`config.mk`:
```
export PLATFORM = sky130hd
export DESIGN_NAME = lhp_port
export DESIGN_NICKNAME = d
export VERILOG_FILES = /design/src/rtl/lhp_port_end.v /design/src/rtl/lhp_sync.v /design/src/rtl/lhp_buf.v /design/src/rtl/lhp_port.v
export VERILOG_INCLUDE_DIRS = /design/src /design/src/rtl
export SDC_FILE = /design/constraint.sdc
export NUM_CORES = 1
export LEC_CHECK = 0
export BUFFER_PORTS_ARGS = -buffer_cell sky130_fd_sc_hd__buf_4
export CORE_MARGIN = 4
export CORE_UTILIZATION = 40
export DETAILED_ROUTE_END_ITERATION = 6
export PLACE_DENSITY_LB_ADDON = 0.05
export RECOVER_POWER = 25
export SLEW_MARGIN = 20
export SYNTH_ARGS = -nofsm -noshare
export SYNTH_HDL_FRONTEND = slang
export SYNTH_SLANG_ARGS = --single-unit
```
`constraint.sdc`:
```
create_clock -name clk_i -period 10.3 [get_ports clk_i]
set_clock_uncertainty 0.2 [all_clocks]
set_input_delay 2.06 -clock clk_i [delete_from_list [all_inputs] [get_ports clk_i]]
set_output_delay 2.06 -clock clk_i [all_outputs]
set_load 0.05 [all_outputs]
```
`src/rtl/lhp_map.vh`:
```
// Constants for the display host port: command codes, field positions, timing
`ifndef LHP_MAP_VH
`define LHP_MAP_VH

// Synchronised pin vector layout
`define LHP_SYNC_W 10
`define LHP_SQ_STB 9
`define LHP_SQ_CS 8
`define LHP_SQ_CD 7
`define LHP_SQ_NIB_HI 6
`define LHP_SQ_NIB_LO 3
`define LHP_SQ_ID_HI 2
`define LHP_SQ_ID_LO 1
`define LHP_SQ_SYNC 0

// Nibble bus pins that double as straps and serial lines
`define LHP_PIN_SI 0
`define LHP_PIN_PS 1
`define LHP_PIN_CAE 2
`define LHP_PIN_SO 3

// Cycles after reset release before the straps are taken
`define LHP_STARTUP_CNT 3'h4

// Serial bit count of one byte, minus one
`define LHP_LAST_BIT 3'h7

// Mode-set command: bits 7..3 opcode, bit 2 master, bit 1 shared as columns,
// bit 0 rows carry the upper half
`define LHP_MSET_OP 5'h02
`define LHP_MSET_MASTER 2
`define LHP_MSET_COLS 1
`define LHP_MSET_ROWHI 0

// Chip address command: bits 7..2 opcode, bits 1..0 chip address
`define LHP_CADR_OP 6'h3f

// Reset values
`define LHP_RST_BYTE 8'h00
`define LHP_RST_NIB 4'h0

// Buffer entry: command flag above the byte
`define LHP_ENTRY_W 9

`endif

```
`src/rtl/lhp_port_end.v`:
```
// (unused)

```
`src/rtl/lhp_sync.v`:
```
// Three-stage pin synchroniser; an output bit moves once stages two and three agree
`timescale 1ns/1ps
module lhp_sync #(
   parameter W = 1
) (
   // Clock and reset
   input wire clk_i,
   input wire sys_rst_i,
   // Pins and clean levels
   input wire [W-1:0] pin_i,
   output wire [W-1:0] level_o
);
   reg [W-1:0] st1_r;
   reg [W-1:0] st2_r;
   reg [W-1:0] st3_r;
   reg [W-1:0] level_r;
   integer i;

   always @(posedge clk_i or posedge sys_rst_i) begin
      if (sys_rst_i) begin
         st1_r <= {W{1'b0}};
         st2_r <= {W{1'b0}};
         st3_r <= {W{1'b0}};
         level_r <= {W{1'b0}};
      end else begin
         st1_r <= pin_i;
         st2_r <= st1_r;
         st3_r <= st2_r;
         for (i = 0; i < W; i = i + 1) begin
            if (st2_r[i] == st3_r[i]) begin
               level_r[i] <= st3_r[i];
            end
         end
      end
   end

   assign level_o = level_r;
endmodule

```
`src/rtl/lhp_buf.v`:
```
// Two-entry buffer with valid and ready on both sides
`timescale 1ns/1ps
module lhp_buf #(
   parameter W = 9
) (
   // Clock and reset
   input wire clk_i,
   input wire sys_rst_i,
   // Fill side
   input wire in_valid_i,
   output wire in_ready_o,
   input wire [W-1:0] in_data_i,
   // Drain side
   output wire out_valid_o,
   input wire out_ready_i,
   output wire [W-1:0] out_data_o
);
   reg [W-1:0] mem_r [0:1];
   reg wr_ptr_r;
   reg rd_ptr_r;
   reg [1:0] count_r;
   wire push;
   wire pop;

   assign in_ready_o = (count_r != 2'h2);
   assign out_valid_o = (count_r != 2'h0);
   assign out_data_o = mem_r[rd_ptr_r];
   assign push = in_valid_i & in_ready_o;
   assign pop = out_valid_o & out_ready_i;

   always @(posedge clk_i or posedge sys_rst_i) begin
      if (sys_rst_i) begin
         mem_r[0] <= {W{1'b0}};
         mem_r[1] <= {W{1'b0}};
         wr_ptr_r <= 1'b0;
         rd_ptr_r <= 1'b0;
         count_r <= 2'h0;
      end else begin
         if (push) begin
            mem_r[wr_ptr_r] <= in_data_i;
            wr_ptr_r <= ~wr_ptr_r;
         end
         if (pop) begin
            rd_ptr_r <= ~rd_ptr_r;
         end
         if (push & ~pop) begin
            count_r <= count_r + 2'h1;
         end else if (pop & ~push) begin
            count_r <= count_r - 2'h1;
         end
      end
   end
endmodule

```
`src/rtl/lhp_port.v`:
```
// Host port of the display controller: nibble or serial bus, busy, chip address, sync
`timescale 1ns/1ps
`include "lhp_map.vh"
module lhp_port (
   // Clock and reset
   input wire clk_i,
   input wire sys_rst_i,
   // Host pins
   input wire cs_n_i,
   input wire strobe_n_i,
   input wire cmd_data_i,
   input wire [3:0] nibble_bus_i,
   output wire [3:0] nibble_bus_o,
   output wire [3:0] nibble_bus_oe_n_o,
   input wire chip_id_bit0_i,
   input wire chip_id_bit1_i,
   output wire busy_n_o,
   output wire busy_oe_n_o,
   // Frame sync pin
   input wire sync_i,
   output wire sync_o,
   output wire sync_oe_n_o,
   // Received bytes towards the command decoder and memory
   output wire rx_valid_o,
   input wire rx_ready_i,
   output wire rx_cmd_o,
   output wire [7:0] rx_data_o,
   input wire proc_done_i,
   // Read data from display memory
   input wire tx_valid_i,
   output wire tx_ready_o,
   input wire [7:0] tx_data_i,
   // Data processing mode control
   input wire set_read_i,
   input wire set_write_i,
   output wire read_mode_o,
   // Standby control
   input wire standby_req_i,
   output wire standby_o,
   // Drive timing
   input wire frame_last_i,
   output wire frame_align_o,
   output wire alt_phase_o,
   // Configuration seen by the drivers
   output wire parallel_mode_o,
   output wire sync_master_o,
   output wire shared_as_cols_o,
   output wire rows_upper_o
);
   wire [`LHP_SYNC_W-1:0] sq;
   wire s_stb;
   wire s_cs;
   wire s_cd;
   wire [3:0] s_nib;
   wire [1:0] s_id;
   wire s_sync;

   reg [2:0] up_cnt_r;
   reg up_done_r;
   reg par_mode_r;
   reg cae_r;
   reg addr_hit_r;
   reg stb_d_r;
   reg sync_d_r;
   reg [7:0] sh_r;
   reg [2:0] bit_cnt_r;
   reg nib_ph_r;
   reg busy_r;
   reg int_done_r;
   reg pend_r;
   reg [`LHP_ENTRY_W-1:0] pend_data_r;
   reg rd_mode_r;
   reg out_full_r;
   reg [3:0] nib_out_r;
   reg master_r;
   reg cols_r;
   reg rowhi_r;
   reg sync_out_r;
   reg align_r;
   reg alt_r;
   reg standby_r;

   wire cs_low;
   wire addr_fn;
   wire addr_ok;
   wire sel;
   wire rise;
   wire fall;
   wire wr_edge;
   wire rd_edge;
   wire lat_go;
   wire [7:0] lat_val;
   wire lat_cmd;
   wire is_cadr;
   wire is_mset;
   wire accepted;
   wire buf_in_ready;
   wire tx_load;
   wire rd_empty;
   wire byte_end;
   reg busy_nxt;

   // Chip address compare of the host-supplied address
   function cadr_match;
      input [1:0] host_addr;
      input [1:0] chip_id;
      begin
         cadr_match = (host_addr == chip_id);
      end
   endfunction

   // All host pins pass the three-stage synchroniser
   lhp_sync #(
      .W(`LHP_SYNC_W)
   ) u_sync (
      .clk_i(clk_i),
      .sys_rst_i(sys_rst_i),
      .pin_i({strobe_n_i, cs_n_i, cmd_data_i, nibble_bus_i,
         chip_id_bit1_i, chip_id_bit0_i, sync_i}),
      .level_o(sq)
   );

   assign s_stb = sq[`LHP_SQ_STB];
   assign s_cs = sq[`LHP_SQ_CS];
   assign s_cd = sq[`LHP_SQ_CD];
   assign s_nib = sq[`LHP_SQ_NIB_HI:`LHP_SQ_NIB_LO];
   assign s_id = sq[`LHP_SQ_ID_HI:`LHP_SQ_ID_LO];
   assign s_sync = sq[`LHP_SQ_SYNC];

   // Selection and chip address
   assign cs_low = ~s_cs & up_done_r;
   assign addr_fn = par_mode_r | cae_r;
   assign addr_ok = ~addr_fn | addr_hit_r;
   assign sel = cs_low & addr_ok;

   assign rise = s_stb & ~stb_d_r;
   assign fall = ~s_stb & stb_d_r;
   assign wr_edge = cs_low & ~rd_mode_r & ~busy_r & ~pend_r & rise;
   assign rd_edge = sel & rd_mode_r & out_full_r & fall;

   // Byte completion: second strobe or eighth serial clock
   assign byte_end = par_mode_r ? nib_ph_r : (bit_cnt_r == `LHP_LAST_BIT);
   assign lat_go = wr_edge & byte_end;
   assign lat_val = par_mode_r ? {sh_r[7:4], s_nib} : {sh_r[6:0], s_nib[`LHP_PIN_SI]};
   assign lat_cmd = s_cd;
   assign is_cadr = lat_cmd & (lat_val[7:2] == `LHP_CADR_OP);
   assign is_mset = lat_cmd & (lat_val[7:3] == `LHP_MSET_OP);
   // Chip address command reaches every chip on the shared select
   assign accepted = addr_ok | (is_cadr & addr_fn);

   assign tx_load = tx_valid_i & ~out_full_r;
   assign rd_empty = rd_edge & byte_end;

   // Busy: set at latch or when a read byte is used up, cleared when done
   always @* begin
      busy_nxt = busy_r;
      if (lat_go & accepted) begin
         busy_nxt = 1'b1;
      end else if (rd_empty) begin
         busy_nxt = 1'b1;
      end else if (int_done_r | proc_done_i | (rd_mode_r & tx_load)) begin
         busy_nxt = 1'b0;
      end
   end

   always @(posedge clk_i or posedge sys_rst_i) begin
      if (sys_rst_i) begin
         up_cnt_r <= 3'h0;
         up_done_r <= 1'b0;
         par_mode_r <= 1'b0;
         cae_r <= 1'b0;
         addr_hit_r <= 1'b0;
         stb_d_r <= 1'b0;
         sync_d_r <= 1'b0;
         sh_r <= `LHP_RST_BYTE;
         bit_cnt_r <= 3'h0;
         nib_ph_r <= 1'b0;
         busy_r <= 1'b0;
         int_done_r <= 1'b0;
         pend_r <= 1'b0;
         pend_data_r <= {`LHP_ENTRY_W{1'b0}};
         rd_mode_r <= 1'b0;
         out_full_r <= 1'b0;
         nib_out_r <= `LHP_RST_NIB;
         master_r <= 1'b0;
         cols_r <= 1'b0;
         rowhi_r <= 1'b0;
         sync_out_r <= 1'b0;
         align_r <= 1'b0;
         alt_r <= 1'b0;
         standby_r <= 1'b0;
      end else begin
         stb_d_r <= s_stb;
         sync_d_r <= s_sync;
         busy_r <= busy_nxt;
         int_done_r <= lat_go & accepted & (is_cadr | is_mset);

         // Straps taken once the synchroniser has settled after release
         if (~up_done_r) begin
            up_cnt_r <= up_cnt_r + 3'h1;
            if (up_cnt_r == `LHP_STARTUP_CNT) begin
               up_done_r <= 1'b1;
               par_mode_r <= s_nib[`LHP_PIN_PS];
               cae_r <= ~s_nib[`LHP_PIN_PS] & s_nib[`LHP_PIN_CAE];
            end
         end

         // Data processing mode from the command decoder
         if (set_read_i) begin
            rd_mode_r <= 1'b1;
         end else if (set_write_i) begin
            rd_mode_r <= 1'b0;
         end

         // Counters restart whenever the select goes away
         if (~cs_low) begin
            bit_cnt_r <= 3'h0;
            nib_ph_r <= 1'b0;
         end else if (wr_edge) begin
            if (par_mode_r) begin
               sh_r <= nib_ph_r ? lat_val : {s_nib, sh_r[3:0]};
               nib_ph_r <= ~nib_ph_r;
            end else begin
               sh_r <= lat_val;
               bit_cnt_r <= bit_cnt_r + 3'h1;
            end
         end else if (rd_edge) begin
            if (par_mode_r) begin
               nib_out_r <= nib_ph_r ? sh_r[3:0] : sh_r[7:4];
               nib_ph_r <= ~nib_ph_r;
            end else begin
               nib_out_r[`LHP_PIN_SO] <= sh_r[7];
               sh_r <= {sh_r[6:0], 1'b0};
               bit_cnt_r <= bit_cnt_r + 3'h1;
            end
         end
         if (rd_mode_r & tx_load) begin
            sh_r <= tx_data_i;
         end

         // Read holding register: reloaded after each byte goes out
         if (~rd_mode_r) begin
            out_full_r <= 1'b0;
         end else if (rd_empty) begin
            out_full_r <= 1'b0;
         end else if (tx_load & ~rd_edge) begin
            out_full_r <= 1'b1;
         end

         // Latched byte handling
         if (lat_go) begin
            if (is_cadr & addr_fn) begin
               addr_hit_r <= cadr_match(lat_val[1:0], s_id);
            end else if (is_mset & addr_ok) begin
               master_r <= lat_val[`LHP_MSET_MASTER];
               cols_r <= lat_val[`LHP_MSET_COLS];
               rowhi_r <= lat_val[`LHP_MSET_ROWHI];
            end else if (addr_ok) begin
               pend_r <= 1'b1;
               pend_data_r <= {lat_cmd, lat_val};
            end
         end else if (pend_r & buf_in_ready) begin
            pend_r <= 1'b0;
         end

         // Frame sync: master drives, slave follows
         sync_out_r <= master_r & frame_last_i;
         align_r <= ~master_r & s_sync & ~sync_d_r;
         if (master_r ? frame_last_i : (s_sync & ~sync_d_r)) begin
            alt_r <= ~alt_r;
         end

         if (standby_req_i) begin
            standby_r <= 1'b1;
         end
      end
   end

   // Stall-safe buffer towards the decoder
   lhp_buf #(
      .W(`LHP_ENTRY_W)
   ) u_buf (
      .clk_i(clk_i),
      .sys_rst_i(sys_rst_i),
      .in_valid_i(pend_r),
      .in_ready_o(buf_in_ready),
      .in_data_i(pend_data_r),
      .out_valid_o(rx_valid_o),
      .out_ready_i(rx_ready_i),
      .out_data_o({rx_cmd_o, rx_data_o})
   );

   // Pin drive: nibble and busy floated unless selected, sync driven whenever master
   assign nibble_bus_o = nib_out_r;
   assign nibble_bus_oe_n_o = (sel & rd_mode_r) ? (par_mode_r ? 4'h0 : 4'h7)
      : 4'hf;
   assign busy_n_o = ~busy_r;
   assign busy_oe_n_o = ~sel;
   assign sync_o = sync_out_r;
   assign sync_oe_n_o = ~master_r;

   assign tx_ready_o = rd_mode_r & ~out_full_r;
   assign read_mode_o = rd_mode_r;
   assign standby_o = standby_r;
   assign frame_align_o = align_r;
   assign alt_phase_o = alt_r;
   assign parallel_mode_o = par_mode_r;
   assign sync_master_o = master_r;
   assign shared_as_cols_o = cols_r;
   assign rows_upper_o = rowhi_r;
endmodule

```
* Word-level counts from Yosys, hierarchy flattened *
Cells that the tools add are included.

storage, ports and cells
  register bits after elaboration = 108
  bits of input ports = 27

operators by class
  eq/ne operators = 23
  bitwise operators = 63
  magnitude comparators = 3
  multiplexer cells = 45
  add/subtract/negate cells = 4
  reductions and logical operators = 17

operators by type and width
  operator                                                                  number
  8-bit two-way mux                                                         8
  9-bit two-way mux                                                         4
  1-bit AND                                                                 32
  1-bit NOT                                                                 23
  1-bit two-way mux                                                         22
  18-bit bitwise mux                                                        1
  4-bit AND reduction                                                       4
  3-bit two-way mux                                                         5
  3-bit by 1-bit inequality test with 1-bit output (second input constant)  4
  1-bit equality test                                                       10
  2-bit nonzero test                                                        5
  9-bit demux with 1-bit select                                             1
  3-bit AND reduction                                                       3
  4-bit two-way mux                                                         2
  2-bit inequality test (second input constant)                             4
  3-bit by 1-bit adder with 3-bit output (second input constant)            2
  3-bit equality test (second input constant)                               2
  6-bit equality test (second input constant)                               1
  1-bit bitwise OR                                                          6
  3-bit nonzero test                                                        2
  5-bit by 2-bit equality test with 1-bit output (second input constant)    1
  2-bit greater-or-equal comparator (second input constant)                 2
  2-bit two-way mux                                                         2
  1-bit NOT with 2-bit output                                               2
  other kinds (6)                                                           7

* Logic depth before layout (Yosys ltp) *
  depth in word-level cells = 12
  depth in mapped cells = 7
  gate-level depth less buffers = 7

* Modules after synthesis *
A second synthesis with hierarchy kept.

second synthesis, totals
  cell total of the unflattened synthesis = 342
  area total of the unflattened synthesis = 4598.2 um^2

by module, submodules not included
  module    cells an instance  area each (um^2)  instances  sequential area each (um^2)
  lhp_port  226                2459.9            1          1151.1
  lhp_sync  51                 1117.3            1          1001.0
  lhp_buf   65                 1021.0            1          550.5

* Least setup slack after synthesis *
OpenSTA, ideal clock, no wires.

  path type = reg2out
  from = register par_mode_r, in the netlist parallel_mode_o
  to = output port nibble_bus_oe_n_o[1]
  stages on the path, launching flop included = 5
  path slack = 6002 ps
  arrival = 2038 ps
  required time = 8040 ps
  path through = dfrtp_1 > buf_6 > buf_2 > nand4_1 > buf_4

between the ends
  cells in the longest elaborated chain, start to end = 6
  elaborated cells between the ends (all ways) = 7

ends and longest elaborated chain
  item                      line            RTL
  start: declaration        lhp_port.v:60   reg par_mode_r;
  start signal: assignment  lhp_port.v:203  par_mode_r <= s_nib[`LHP_PIN_PS];
  1-bit bitwise OR          lhp_port.v:132  assign addr_fn = par_mode_r | cae_r;
  1-bit NOT                 lhp_port.v:133  assign addr_ok = ~addr_fn | addr_hit_r;
  1-bit bitwise OR          lhp_port.v:133
  1-bit AND                 lhp_port.v:134  assign sel = cs_low & addr_ok;
  1-bit AND                 lhp_port.v:295  assign nibble_bus_oe_n_o = (sel & rd_mode_r) ? (par_mode_r ? 4'h0 : 4'h7)
  4-bit two-way mux *       lhp_port.v:295
  end: declaration          lhp_port.v:14   output wire [3:0] nibble_bus_oe_n_o,

Every way passes the cells marked *; elsewhere a longest branch is shown, timed or not.

* Final worst setup path *
  from = register par_mode_r, in the netlist parallel_mode_o
  to = output port nibble_bus_oe_n_o[3]

between the ends
  cells in the longest elaborated chain, start to end = 6

ends and longest elaborated chain
  item               line
  1-bit bitwise OR   lhp_port.v:132
  1-bit NOT          lhp_port.v:133
  1-bit bitwise OR   lhp_port.v:133
  1-bit AND          lhp_port.v:134
  1-bit AND          lhp_port.v:295
  4-bit two-way mux  lhp_port.v:295

No other way between the ends.

==> out/metrics.yaml <==
status: "complete, no violations"
cts.sinks: 108
drtIter0Drc: 117
whs_ns: 0.149
ir_worst_vdd_v: 0.000108
root_buffer: "clkbuf_16"
critPathKind: "register to output port"
yosysTopAreaCell: "dfrtp_1"
reg2reg_from: "parallel_mode_o$_DFFE_PP0P_"
wirelength_um: 9250
post-cts-setup-buffers: 0
grt_pass1_vias: 2934
cp.depth: 3
cts.repair.resized: 0
core-area_um2: 11000
synth-main-ff-cell: "dfrtp_1"
crit_start: "parallel_mode_o$_DFFE_PP0P_"
final_common_cell: "dfrtp_1"
gr-total-overflow: 0
cts_tree: "yes"
drc: 0
finalNonFillerCells: 553
worst_pin_slew_ns: 0.828
post-route-util: 0.490
setup_viol: 0
cts_buffers: 9
crit_fanout: 25
cts_hold_buf: 0
endpoint: "nibble_bus_oe_n_o[3]"
cp_top_family: "flip-flops"
grt_first_pass_wirelength_um: 15600
dp_hpwl_um: 6560
maxCapViolCount: 0
critPathLaunchType: "register"
start_util: 0.415
cts_buffer_depth: 2
firstDrtPassIters: 4
r2r_end: "pend_data_r[5]$_DFFE_PP0P_"
min_path_cells: 0
viasPerCell: 5.20
area_growth_pct: 18.0
postSynthAreaPerCell_um2: 12.9
synthTopCellsByArea: "dfrtp_1, mux2_2, mux2i_1, maj3_1, nand2_1"
fmax_ghz: 0.236
insertion_delay_ns: 0.35
power_leakage_uw: 0.00246
ys_seq_area_frac: 0.590
fp.dieW_um: 115
hold_viol: 0
layout_common_cells: "dfrtp_1, buf_4, mux2_2"
synth_edf_count: 0
async_reset_ff_frac: 1.00
crit_chain: "o21bai_1 > nand3_1 > buf_4"
yosysWarnings: 0
synth_seq_cells: 108
place_inst: 538
path_buf_inv: 1
rrSetupSlack_ns: 7.45
hold_path_class: "register to register"
num-nets-final: 442
antenna_found_initial: 0
wire_per_inst_um: 16.7
tns_ns: 0
syn-num-nets: 387
slew-limit-headroom: 0.448
grt_setup_unrepaired: "no"
gp_congestion: 0.828
fp.dieArea_um2: 13200
synth_top_area_frac: 0.590
critPathMaxStageDelay_ns: 0.89
power.density_nw_per_um2: 192
ioPinCount: 58
grt_max_degree: 84
end_kind: "output port"
slowest_stage: "dfrtp_1"
required_ns: 8.04
antennaDiodeCount: 0
drive_above_1_share: 0.312
grt_util_all_layers: 0.151
slew_viol_final: 0
synth_cell_types: 56
netlist_instances: 354
num_vias: 2878
port_buffers: 57
ant_nets: 0
die_h_um: 115
fin_crit_ns: 4.23
htree_levels: 3
synth_area_um2: 4580
rows: 38
clk_pin_slew_ns: 0.07
critPathArrivalTime_ns: 1.97
worstRegToRegCells: 4
period_share: 0.411
[metrics by stage]
stage / power (uW) / instance area [um^2] / setup slack [ns]
3_3_place_gp: 713 / 5110 / 6.48
6_report: 1030 / 5400 / 6.07
3_5_place_dp: 716 / 5110 / 6.44
5_1_grt: 1090 / 5400 / 5.90
4_1_cts: 1050 / 5400 / 6.06
2_1_floorplan: 650 / 4580 / 5.19
[cell type report]
| type | instances | area [um^2] |
|---|---|---|
| well taps | 140 | 175 |
| flip-flops and latches | 108 | 2700 |
| clock inverters | 5 | 42.5 |
| clock buffers | 10 | 239 |
| inverters | 14 | 55.1 |
| multi-input cells | 218 | 1750 |
| fillers | 1021 | 5630 |
| repair buffers | 58 | 439 |
[registers in the layout (all words and copies together) (netlist names), 2 cells and up]
register        flops
u_sync.st2_r       10
u_sync.level_o     10
u_buf.count_r       2
u_sync.st3_r       10
u_buf.mem_r        18
u_sync.st1_r       10
sh_r                8
pend_data_r         9
nibble_bus_o        4
bit_cnt_r           3
up_cnt_r            3
[cell usage after synthesis (5+ instances only)]
cell and number:
dfrtp_1 108, mux2_2 45, nand2_1 26, o21ai_0 18, mux2i_1 15, inv_1 14, maj3_1 10, nor2_1 9
a21oi_1 7, clkbuf_1 6, ha_1 6, a211oi_1 5, nand2b_1 5, nand3_1 5, nand3b_1 5, xnor2_1 5
[per-layer routing]
| layer | track usage | wire [um] | vias to the layer above |
|---|---|---|---|
| met5 | 0 | 0 | - |
| met4 | 0.0454 | 124 | 0 |
| met3 | 0.0432 | 410 | 12 |
| met2 | 0.236 | 4440 | 64 |
| met1 | 0.206 | 4280 | 1434 |
| li1 | - | - | 1368 |
[where the power goes]
| group | switching [uW] | internal [uW] | total, uW |
|---|---|---|---|
| logic | 106 | 80.1 | 186 |
| registers | 55.6 | 463 | 519 |
| clock network | 157 | 173 | 329 |
| total | 318 | 716 | 1030 |
[cells by family (layout without fill, tap and decap cells)]
group	after synthesis	in the layout	share of synthesized area
XOR/XNOR	9	9	0.0172
multiplexers	60	60	0.144
AO/OA/AOI/OAI	53	53	0.0790
buffers and inverters	28	87	0.0279
AND/OR/NAND/NOR	80	80	0.104
adder cells (fa/ha/maj)	16	16	0.0383
flip-flops	108	108	0.590
[worst min path at each step]
stage	slack (ns)	endpoint	startpoint
6_report	0.15	u_sync.st2_r[3]$_DFF_PP0_	u_sync.st1_r[3]$_DFF_PP0_
5_1_grt	0.16	u_sync.st2_r[1]$_DFF_PP0_	u_sync.st1_r[1]$_DFF_PP0_
4_1_cts	0.15	u_sync.st2_r[3]$_DFF_PP0_	u_sync.st1_r[3]$_DFF_PP0_
3_5_place_dp	0.14	u_sync.st2_r[3]$_DFF_PP0_	u_sync.st1_r[3]$_DFF_PP0_
3_3_place_gp	0.13	u_sync.st2_r[3]$_DFF_PP0_	u_sync.st1_r[3]$_DFF_PP0_
2_1_floorplan	0.13	u_sync.st2_r[0]$_DFF_PP0_	u_sync.st1_r[0]$_DFF_PP0_
Power figures use the tool's default switching activity.
